`src/baud_gen_pkg.sv`:
```
/*
 Constants for the serial bit-rate generator: mode encodings,
 prescale and divide counts. Assumes a single core clock domain.
*/
package baud_gen_pkg;
  localparam logic [1:0] SER_MODE_VAR8 = 2'h1;
  localparam logic [1:0] SER_MODE_VAR9 = 2'h3;
  localparam logic [3:0] T1_MODE_AUTO8 = 4'h2;
  localparam int         T1_PRESCALE   = 12;
  localparam int         T2_PRESCALE   = 2;
  localparam logic [4:0] DIV_T1_NORM   = 5'h1F;
  localparam logic [4:0] DIV_T1_DBL    = 5'h0F;
  localparam logic [4:0] DIV_T2        = 5'h0F;
  localparam logic [3:0] PRE12_LAST    = 4'(T1_PRESCALE - 1);
  localparam logic       PRE2_LAST     = 1'(T2_PRESCALE - 1);
  // Counters wake at their top so the first overflow loads the reload
  localparam logic [7:0]  T1_CNT_INIT  = 8'hFF;
  localparam logic [15:0] T2_CNT_INIT  = 16'hFFFF;
endpackage : baud_gen_pkg

```
`src/uart_baud_rate_generator.sv`:
```
/*
 Bit-rate tick generator for the variable-rate serial modes.
 Holds a timer 1 model for its 8-bit auto-reload mode, timer 2 in
 its 16-bit baud mode, and per-direction dividers. Assumes control
 bits arrive synchronous to core_clk; timer 1 overflows from other
 modes may be fed in on t1_ovf_ext.
*/
// Behaviour
// - Rate from timer 1, timer 2, or split
// - Timer 1 rate times two-power doubling over 32
// - Any timer 1 mode overflow accepted
// - Auto-reload: clock over 12 times reload span
// - Sixteen timer 2 overflows per bit
// - Timer 2 counts every two clocks
// - Timer 2 reloads 16 bits on overflow
// - Select bits route timer 2 per direction
// - Transmit and receive rates independent
// - Doubling bit in power control register
// - Mode 01 is 8-bit variable
// - Mode 11 is 9-bit variable
`timescale 1ns/1ns
module uart_baud_rate_generator
  import baud_gen_pkg::*;
(
  // Clock and reset
  input  wire logic       core_clk,
  input  wire logic       resetn,
  // Configuration and external timer 1 overflow
  input  wire logic       serial_mode_upper_bit,
  input  wire logic       serial_mode_lower_bit,
  input  wire logic       rate_double_bit,
  input  wire logic [3:0] timer_mode_reg,
  input  wire logic [7:0] timer1_reload_byte,
  input  wire logic       timer1_run,
  input  wire logic       t1_ovf_ext,
  input  wire logic       timer2_tx_source_select,
  input  wire logic       timer2_rx_source_select,
  input  wire logic [7:0] timer2_reload_high,
  input  wire logic [7:0] timer2_reload_low,
  // Ticks and status
  output logic            tx_bit_tick,
  output logic            rx_bit_tick,
  output logic            t1_overflow,
  output logic            t2_overflow
);
  logic [3:0]  pre12_q, pre12_d;
  logic [7:0]  t1_cnt_q, t1_cnt_d;
  logic        pre2_q, pre2_d;
  logic [15:0] t2_cnt_q, t2_cnt_d;
  logic [4:0]  tx_div_q, tx_div_d, rx_div_q, rx_div_d;
  logic        tx_tick_q, tx_tick_d, rx_tick_q, rx_tick_d;
  logic        t1_ovf, t2_ovf, var_mode, t2_baud, t1_auto;

  function automatic logic [4:0] div_last(input logic use_t2, input logic dbl);
    if (use_t2) div_last = DIV_T2;
    else if (dbl) div_last = DIV_T1_DBL;
    else div_last = DIV_T1_NORM;
  endfunction : div_last

  assign var_mode = ({serial_mode_upper_bit, serial_mode_lower_bit} == SER_MODE_VAR8) ||
                    ({serial_mode_upper_bit, serial_mode_lower_bit} == SER_MODE_VAR9);
  assign t2_baud  = timer2_tx_source_select | timer2_rx_source_select;
  assign t1_auto  = (timer_mode_reg == T1_MODE_AUTO8) && timer1_run;

  // Timer 1: prescale by twelve, then 8-bit auto-reload count
  always_comb begin
    pre12_d  = pre12_q;
    t1_cnt_d = t1_cnt_q;
    t1_ovf   = 1'b0;
    if (t1_auto) begin
      pre12_d = (pre12_q == PRE12_LAST) ? 4'h0 : pre12_q + 4'h1;
      if (pre12_q == PRE12_LAST) begin
        if (t1_cnt_q == 8'hFF) begin
          t1_cnt_d = timer1_reload_byte;
          t1_ovf   = 1'b1;
        end else begin
          t1_cnt_d = t1_cnt_q + 8'h01;
        end
      end
    end
    t1_ovf = t1_ovf | t1_ovf_ext;
  end

  // Timer 2: halved clock, 16-bit reload while either select is set
  always_comb begin
    pre2_d   = pre2_q;
    t2_cnt_d = t2_cnt_q;
    t2_ovf   = 1'b0;
    if (t2_baud) begin
      pre2_d = ~pre2_q;
      if (pre2_q == PRE2_LAST) begin
        if (t2_cnt_q == 16'hFFFF) begin
          t2_cnt_d = {timer2_reload_high, timer2_reload_low};
          t2_ovf   = 1'b1;
        end else begin
          t2_cnt_d = t2_cnt_q + 16'h0001;
        end
      end
    end
  end

  // Per-direction source pick and overflow divider
  always_comb begin
    logic tx_src;
    logic rx_src;
    tx_src    = timer2_tx_source_select ? t2_ovf : t1_ovf;
    rx_src    = timer2_rx_source_select ? t2_ovf : t1_ovf;
    tx_div_d  = tx_div_q;
    rx_div_d  = rx_div_q;
    tx_tick_d = 1'b0;
    rx_tick_d = 1'b0;
    if (!var_mode) begin
      tx_div_d = 5'h00;
      rx_div_d = 5'h00;
    end else begin
      if (tx_src) begin
        if (tx_div_q >= div_last(timer2_tx_source_select, rate_double_bit)) begin
          tx_div_d  = 5'h00;
          tx_tick_d = 1'b1;
        end else begin
          tx_div_d = tx_div_q + 5'h01;
        end
      end
      if (rx_src) begin
        if (rx_div_q >= div_last(timer2_rx_source_select, rate_double_bit)) begin
          rx_div_d  = 5'h00;
          rx_tick_d = 1'b1;
        end else begin
          rx_div_d = rx_div_q + 5'h01;
        end
      end
    end
  end

  always_ff @(posedge core_clk or negedge resetn) begin
    if (!resetn) begin
      pre12_q   <= 4'h0;
      t1_cnt_q  <= T1_CNT_INIT;
      pre2_q    <= 1'b0;
      t2_cnt_q  <= T2_CNT_INIT;
      tx_div_q  <= 5'h00;
      rx_div_q  <= 5'h00;
      tx_tick_q <= 1'b0;
      rx_tick_q <= 1'b0;
      t1_overflow <= 1'b0;
      t2_overflow <= 1'b0;
    end else begin
      pre12_q   <= pre12_d;
      t1_cnt_q  <= t1_cnt_d;
      pre2_q    <= pre2_d;
      t2_cnt_q  <= t2_cnt_d;
      tx_div_q  <= tx_div_d;
      rx_div_q  <= rx_div_d;
      tx_tick_q <= tx_tick_d;
      rx_tick_q <= rx_tick_d;
      t1_overflow <= t1_ovf;
      t2_overflow <= t2_ovf;
    end
  end

  assign tx_bit_tick = tx_tick_q;
  assign rx_bit_tick = rx_tick_q;

  tick_single_a: assert property (@(posedge core_clk) disable iff (!resetn)
    tx_bit_tick |=> !tx_bit_tick) else $error("tx tick longer than one cycle");
  tick_mode_a: assert property (@(posedge core_clk) disable iff (!resetn)
    !var_mode |=> !tx_bit_tick && !rx_bit_tick) else $error("tick outside variable mode");
  t2_pace_a: assert property (@(posedge core_clk) disable iff (!resetn)
    t2_overflow |=> !t2_overflow) else $error("timer 2 overflow too close");
  t2_reload_a: assert property (@(posedge core_clk) disable iff (!resetn)
    t2_ovf |=> t2_cnt_q == $past({timer2_reload_high, timer2_reload_low})) else $error("timer 2 reload wrong");
  t1_reload_a: assert property (@(posedge core_clk) disable iff (!resetn)
    (t1_auto && pre12_q == PRE12_LAST && t1_cnt_q == 8'hFF) |=> t1_cnt_q == $past(timer1_reload_byte))
    else $error("timer 1 reload wrong");
  t1_prescale_a: assert property (@(posedge core_clk) disable iff (!resetn)
    (t1_auto && pre12_q == PRE12_LAST) |=> pre12_q == 4'h0) else $error("timer 1 prescale wrong");
  t2_route_a: assert property (@(posedge core_clk) disable iff (!resetn)
    (var_mode && timer2_tx_source_select && !t2_ovf) |=> !tx_tick_q) else $error("tx tick without timer 2");
  rx_route_a: assert property (@(posedge core_clk) disable iff (!resetn)
    (var_mode && !timer2_rx_source_select && !t1_ovf) |=> !rx_tick_q) else $error("rx tick without timer 1");
  div_bound_a: assert property (@(posedge core_clk) disable iff (!resetn)
    tx_bit_tick |-> tx_div_q == 5'h00) else $error("tx divider not restarted");

  // Receive tick shape, receive timer 2 routing and transmit timer 1 routing
  rx_single_a: assert property (@(posedge core_clk) disable iff (!resetn)
    rx_bit_tick |=> !rx_bit_tick) else $error("rx tick longer than one cycle");
  rx_t2_route_a: assert property (@(posedge core_clk) disable iff (!resetn)
    (var_mode && timer2_rx_source_select && !t2_ovf) |=> !rx_tick_q) else $error("rx tick without timer 2");
  tx_t1_route_a: assert property (@(posedge core_clk) disable iff (!resetn)
    (var_mode && !timer2_tx_source_select && !t1_ovf) |=> !tx_tick_q) else $error("tx tick without timer 1");

  // Overflow flags follow the internal pulses
  t1_flag_a: assert property (@(posedge core_clk) disable iff (!resetn)
    t1_ovf |=> t1_overflow) else $error("timer 1 overflow flag missing");
  t2_flag_a: assert property (@(posedge core_clk) disable iff (!resetn)
    t2_ovf |=> t2_overflow) else $error("timer 2 overflow flag missing");
  t2_idle_a: assert property (@(posedge core_clk) disable iff (!resetn)
    !t2_baud |=> !t2_overflow) else $error("timer 2 overflow while unselected");

  // Counting pace of both timers
  t2_step_a: assert property (@(posedge core_clk) disable iff (!resetn)
    (t2_baud && pre2_q == 1'b0) |=> t2_cnt_q == $past(t2_cnt_q)) else $error("timer 2 counted too fast");
  t1_hold_a: assert property (@(posedge core_clk) disable iff (!resetn)
    (t1_auto && pre12_q != PRE12_LAST) |=> t1_cnt_q == $past(t1_cnt_q)) else $error("timer 1 counted early");
  t1_step_a: assert property (@(posedge core_clk) disable iff (!resetn)
    (t1_auto && pre12_q == PRE12_LAST && t1_cnt_q != 8'hFF) |=> t1_cnt_q == $past(t1_cnt_q) + 8'h01)
    else $error("timer 1 step wrong");

  // The whole 16-bit reload must reach the counter, high byte included
  // Dividers restart on each tick, so a rate change settles within one bit
endmodule : uart_baud_rate_generator

```
`config.mk`:
```
export PLATFORM = sky130hd
export DESIGN_NAME = uart_baud_rate_generator
export DESIGN_NICKNAME = d
export VERILOG_FILES = /design/src/baud_gen_pkg.sv /design/src/uart_baud_rate_generator.sv
export SDC_FILE = /design/constraint.sdc
export NUM_CORES = 1
export LEC_CHECK = 0
export BUFFER_PORTS_ARGS = -buffer_cell sky130_fd_sc_hd__buf_2
export CAP_MARGIN = 20
export CORE_MARGIN = 4
export CORE_UTILIZATION = 30
export DETAILED_ROUTE_END_ITERATION = 8
export PLACE_DENSITY_LB_ADDON = 0.12
export SLEW_MARGIN = 20
export SYNTH_ARGS = -nofsm -noshare
export SYNTH_HDL_FRONTEND = slang
export SYNTH_SLANG_ARGS = --single-unit
```
`constraint.sdc`:
```
create_clock -name core_clk -period 2.38 [get_ports core_clk]
set_clock_uncertainty 0.05 [all_clocks]
set_input_delay 0.476 -clock core_clk [delete_from_list [all_inputs] [get_ports core_clk]]
set_output_delay 0.476 -clock core_clk [all_outputs]
set_load 0.005 [all_outputs]
```
==> Word level (Yosys, flattened, before mapping) <==
Index checks and enable logic that the tools add are counted.
{ "totals": {"mem_count": 0, "latch_bits": 0, "elab_cells": 62, "rom_bits": 0, "ff_bits": 43, "out_inout_bits": 4, "input_bits": 37, "ramBits": 0} }
{ "op_classes": {"magnitude_cmp": 2, "n_bitwise": 3, "eq_ne": 8, "shifts": 0, "n_mux": 30, "add_sub_neg": 5, "mul": 0, "div": 0, "reduce_logical": 4} }
{ "op_table": {"columns": ["op", "count"], "rows": [
  ["$mux 5", 13],
  ["$add 16x1->16 const B", 1],
  ["$eq 16x16->1 const B", 1],
  ["$mux 16", 1],
  ["$mux 1", 14],
  ["$add 5x1->5 const B", 2],
  ["$ge 5x5->1", 2],
  ["$add 8x1->8 const B", 1],
  ["$eq 8x8->1 const B", 1],
  ["$mux 8", 1],
  ["$add 4x1->4 const B", 1],
  ["$eq 4x2->1 const B", 1],
  ["$eq 4x4->1 const B", 1],
  ["$mux 4", 1],
  ["$ne 2x1->1 const B", 2],
  ["$reduce_and 2->1", 2],
  ["$eq 2x1->1 const B", 1],
  ["$eq 2x2->1 const B", 1],
  ["$or 1x1->1", 2],
  ["$logic_and 1x1->1", 1],
  ["$logic_or 1x1->1", 1],
  ["$not 1->1", 1]
]} }

==> Longest topological paths before layout <==
{ "depth": {"word_depth": 12, "depth_mapped": 7, "mapped_depth_nobuf": 7} }

==> Worst setup path after synthesis <==
Ideal clock, no wire load.
{ "synth_path": {"path_kind": "reg-to-reg", "from": "register t1_cnt_q[0]", "to": "register tx_div_q[1]", "period_less_slack_ps": 2070, "setup_time_ps": 78, "n_path_buf": 1, "path_stages_with_launch": 8, "t_arrival_ps": 1942, "setup_slack_ps": 310, "required_time_ps": 2252, "cell_sequence": "dfstp_2 > ha_1 > nand3_1 > nor3_2 > buf_4 > a211oi_2 > or4b_1 > a21oi_1"} }
{ "synth_between": {"elab_chain_cells": 7} }
{ "synth_rtl": {"columns": ["element", "line_no", "rtl"], "rows": [
  ["start: declaration", "uart_baud_rate_generator.sv:47", "logic [7:0] t1_cnt_q, t1_cnt_d;"],
  ["start signal: assignment", "uart_baud_rate_generator.sv:149", "t1_cnt_q <= t1_cnt_d;"],
  ["$eq 8x8->1", "uart_baud_rate_generator.sv:73", "if (t1_cnt_q == 8'hFF) begin"],
  ["$mux 1", "uart_baud_rate_generator.sv:73", null],
  ["$mux 1", "uart_baud_rate_generator.sv:72", "if (pre12_q == PRE12_LAST) begin"],
  ["$mux 1", "uart_baud_rate_generator.sv:70", "if (t1_auto) begin"],
  ["$or 1x1->1", "uart_baud_rate_generator.sv:81", "t1_ovf = t1_ovf | t1_ovf_ext;"],
  ["$mux 1", "uart_baud_rate_generator.sv:106", "tx_src = timer2_tx_source_select ? t2_ovf : t1_ovf;"],
  ["$ne 2x1->1 (no line)", null, null],
  ["end signal: assignment", "uart_baud_rate_generator.sv:152", "tx_div_q <= tx_div_d;"],
  ["end: declaration", "uart_baud_rate_generator.sv:50", "logic [4:0] tx_div_q, tx_div_d, rx_div_q, rx_div_d;"]
]} }
Every way passes these cells.
A chain may end at the register's enable or synchronous reset.

==> Final worst setup path <==
{ "layout_path": {"from": "register t1_cnt_q[0]", "to": "register rx_div_q[3]"} }
{ "layout_between": {"elab_chain_cells": 7} }
{ "layout_rtl": {"columns": ["element", "line_no", "rtl"], "rows": [
  ["$eq 8x8->1", "uart_baud_rate_generator.sv:73", null],
  ["$mux 1", "uart_baud_rate_generator.sv:73", null],
  ["$mux 1", "uart_baud_rate_generator.sv:72", null],
  ["$mux 1", "uart_baud_rate_generator.sv:70", null],
  ["$or 1x1->1", "uart_baud_rate_generator.sv:81", null],
  ["$mux 1", "uart_baud_rate_generator.sv:107", "rx_src = timer2_rx_source_select ? t2_ovf : t1_ovf;"],
  ["$ne 2x1->1 (no line)", null, null],
  ["end signal: assignment", "uart_baud_rate_generator.sv:153", "rx_div_q <= rx_div_d;"],
  ["end: declaration", "uart_baud_rate_generator.sv:50", null]
]} }
Every way passes these cells.

==> metrics.csv <==
metric,value,unit
leading cell types by total area after synthesis,"sky130_fd_sc_hd__dfstp_2 25%, sky130_fd_sc_hd__dfrtp_1 19%, sky130_fd_sc_hd__a21oi_1 5.8%",
slowest cell on the critical path,sky130_fd_sc_hd__dfstp_2,
TritonCTS Buffers,5,
launch point of the critical path,t1_cnt_q[0],
Total Neg Setup Slack,0,ps
fraction of post-synthesis cell area in the top cell type by area,25.2,%
r2r worst-path depth,7,
synthesized area per cell,9.53,µm²
Hold Buf Count CTS,0,
Crit path required time,2530,ps
number of max-capacitance violations reported,0,
final worst-path cycle share,93.9,%
combined global-route utilization of all metal layers,13.5,%
port bufs,39,
sum of net half-perimeters after detailed placement,4570,µm
"Clk Latency, worst-skew pair",300,ps
Post-synth EDFFs,0,
CTS tree,built,
"commonest non-fill, non-tap cells in the layout","39 x sky130_fd_sc_hd__buf_2, 29 x sky130_fd_sc_hd__a21oi_1, 24 x sky130_fd_sc_hd__dfstp_2, 22 x sky130_fd_sc_hd__nand3_1, 22 x sky130_fd_sc_hd__nand2_1",
signed area change from the synthesized netlist to the final layout,20.7,%
highest ir drop seen on vdd,0.350,mV
number of warnings printed during yosys synthesis,0,
global placement routability congestion,0.772,
maximum number of pins on one net before global-route repair,44,
n_diodes,0,
post-route minimum period,2230,ps
drt total wl,6250,µm
worst setup path category,flop to flop,
Total Nets Final,360,
CTS Root Buffer Type,sky130_fd_sc_hd__clkbuf_8,
clock buffer depth,2,
sink count of the clock tree,43,
Reg2Reg Launch Point,t1_cnt_q[0],
setup slack of the most critical reg-to-reg path,150,ps
RSZ-0062 raised after global routing,no,
type of the most critical hold path,input pin to async pin,
Final Hold Vio Count,0,
Final ANT Viol Nets,0,
core region area,8180,µm²
cells along the critical path,ha_1 > nand3_1 > nor3_2 > buf_4 > a211oi_2 > or3_4 > o41ai_2,
router iterations before antenna repair,4,
most instantiated flip-flop cell in the synthesis netlist,sky130_fd_sc_hd__dfstp_2,
total power density per cell area,660,nW/µm²
top achievable clock speed,447,MHz
pin slew with the least headroom to its limit,591,ps
Max H-tree Level,2,
vias in the first global route,2168,
family with the most delay on the worst path,simple AND/OR/NAND/NOR gates,
critical path peak fanout,6,
syn_nets,307,
worst max-slew margin expressed relative to the limit,60.5,%
"commonest non-fill, non-tap cell in the layout",sky130_fd_sc_hd__buf_2,
final core utilization,37.0,%
post-route worst setup slack,145,ps
CP max stage delay,580,ps
clock transition time at the flip-flop clock pins of the worst setup and hold paths,90,ps
global-route wire length before repair,10700,µm
status,completed,
Die ar.,9880,µm²
end of the critical path,rx_div_q[3],
Starting Density,30.7,%
die height,99.4,µm
fraction of layout instances using a drive strength above 1,31.9,%
CP endpoint kind,flop,
Cell variety after synth,56,
Critical Path AT,2380,ps
Yosys top cell by area,sky130_fd_sc_hd__dfstp_2,
critical path depth,7,
number of rows in the core area,33,
Gate Count Post-Synth,263,
count of endpoints failing setup in the final report,0,
max-slew violation count,0,
"FFs w/ async S/R, synth",100,%
number of DRC markers after the initial detailed-route iteration,76,
total vias in the final route,2227,
antenna violations before repair,0,
post-place setup slack,69.0,ps
DRC Markers,0,
Routed WL per cell,14.8,µm
Lkg Pwr,1.25,nW
Post-CTS Resized,0,
number of setup buffers added after CTS,0,
buffering stage count on the worst path with inverters included,1,
sequential-to-total area share from yosys stat,44.1,%
summed instance area of the synthesized netlist,2510,µm²
capturing point of the worst reg2reg path,rx_div_q[3],
startpoint class of the critical path,flop,
width of the die,99.4,µm
synthesized flop and latch total,43,
Vias per Instance,5.28,
leftover overflow at the end of global routing,0,
top-level I/O count,41,
[worst reg2reg max path, cell delays in order, from the launching register on]
cell,delay [ps]
sky130_fd_sc_hd__dfstp_2,580
sky130_fd_sc_hd__ha_1,170
sky130_fd_sc_hd__nand3_1,150
sky130_fd_sc_hd__nor3_2,180
sky130_fd_sc_hd__buf_4,180
sky130_fd_sc_hd__a211oi_2,120
sky130_fd_sc_hd__or3_4,430
sky130_fd_sc_hd__o41ai_2,280
[power by group]
part | switching, mW | internal, mW
registers | 0.0965 | 0.866
clock network | 0.272 | 0.340
logic | 0.240 | 0.183
[layout make-up]
cell class                      instances  area, µm²
Clock buffer                            6       82.6
Clock inverter                          2       35.0
Fill cell                             840       5150
Inverter                                6       22.5
Multi-Input combinational cell        207       1350
Sequential cell                        43       1110
Tap cell                              105        131
Timing Repair Buffer                   53        300
[cells by family (layout without fill, tap and decap cells)]
logic type	after synthesis	in the layout	synth area share (%)
AND/OR/NAND/NOR	99	99	21.9
AO/OA/AOI/OAI	90	90	23.8
flip-flops	43	43	44.1
buffers and inverters	13	67	2.15
multiplexers	11	11	4.54
adder cells (fa/ha/maj)	7	7	3.49
[cells in the mapped netlist (3+ instances only)]
cell	n
sky130_fd_sc_hd__mux2_2	3
sky130_fd_sc_hd__dfrtp_1	19
sky130_fd_sc_hd__a31oi_1	9
sky130_fd_sc_hd__nand4_1	5
sky130_fd_sc_hd__or4_1	3
sky130_fd_sc_hd__nor3_1	5
sky130_fd_sc_hd__inv_1	6
sky130_fd_sc_hd__a21oi_1	29
sky130_fd_sc_hd__and4_1	3
sky130_fd_sc_hd__and3_1	4
sky130_fd_sc_hd__clkbuf_1	4
sky130_fd_sc_hd__nand2_1	22
sky130_fd_sc_hd__o311ai_1	4
sky130_fd_sc_hd__nor2_1	15
sky130_fd_sc_hd__o21ai_0	12
sky130_fd_sc_hd__nand3_1	22
sky130_fd_sc_hd__dfstp_2	24
sky130_fd_sc_hd__o22ai_1	3
sky130_fd_sc_hd__o21ai_1	4
sky130_fd_sc_hd__o31ai_1	4
sky130_fd_sc_hd__nor2b_1	3
sky130_fd_sc_hd__mux2i_1	8
sky130_fd_sc_hd__ha_1	7
[state kept, by name, summed over array words and instances (netlist names)]
| name | flops |
|---|---|
| t1_overflow | 1 |
| t2_cnt_q | 16 |
| pre2_q | 1 |
| tx_div_q | 5 |
| rx_div_q | 5 |
| tx_bit_tick | 1 |
| pre12_q | 4 |
| t2_overflow | 1 |
| rx_bit_tick | 1 |
| t1_cnt_q | 8 |
[worst min path at each step]
stage                   to  slack, ps  cells past startpoint
5_1_grt        tx_div_q[4]        270                      2
6_report            pre2_q        200                      2
3_5_place_dp   tx_div_q[4]        430                      1
2_1_floorplan   pre12_q[0]        130                      0
3_3_place_gp   t2_cnt_q[8]        430                      1
4_1_cts             pre2_q        230                      2
[through the flow]
step           std cells  hold WS [ps]  instance area [µm²]  total power [mW]
2_1_floorplan        263           130                 2510              1.23
3_3_place_gp         414           433                 2910              1.39
3_5_place_dp         414           431                 2910              1.40
4_1_cts              422           229                 3020              2.03
5_1_grt              422           269                 3020              2.12
6_report             422           201                 3020              2.00
[layer usage]
metal	part of all wire [%]	vias to the layer above	GRT usage, %
met4	1.7	0	4.52
met5	0	-	0
met1	48	1049	18.4
met2	46	50	21.1
li1	-	1121	-
met3	4.1	7	3.09
Note: power is estimated with default switching activity, not from simulation.
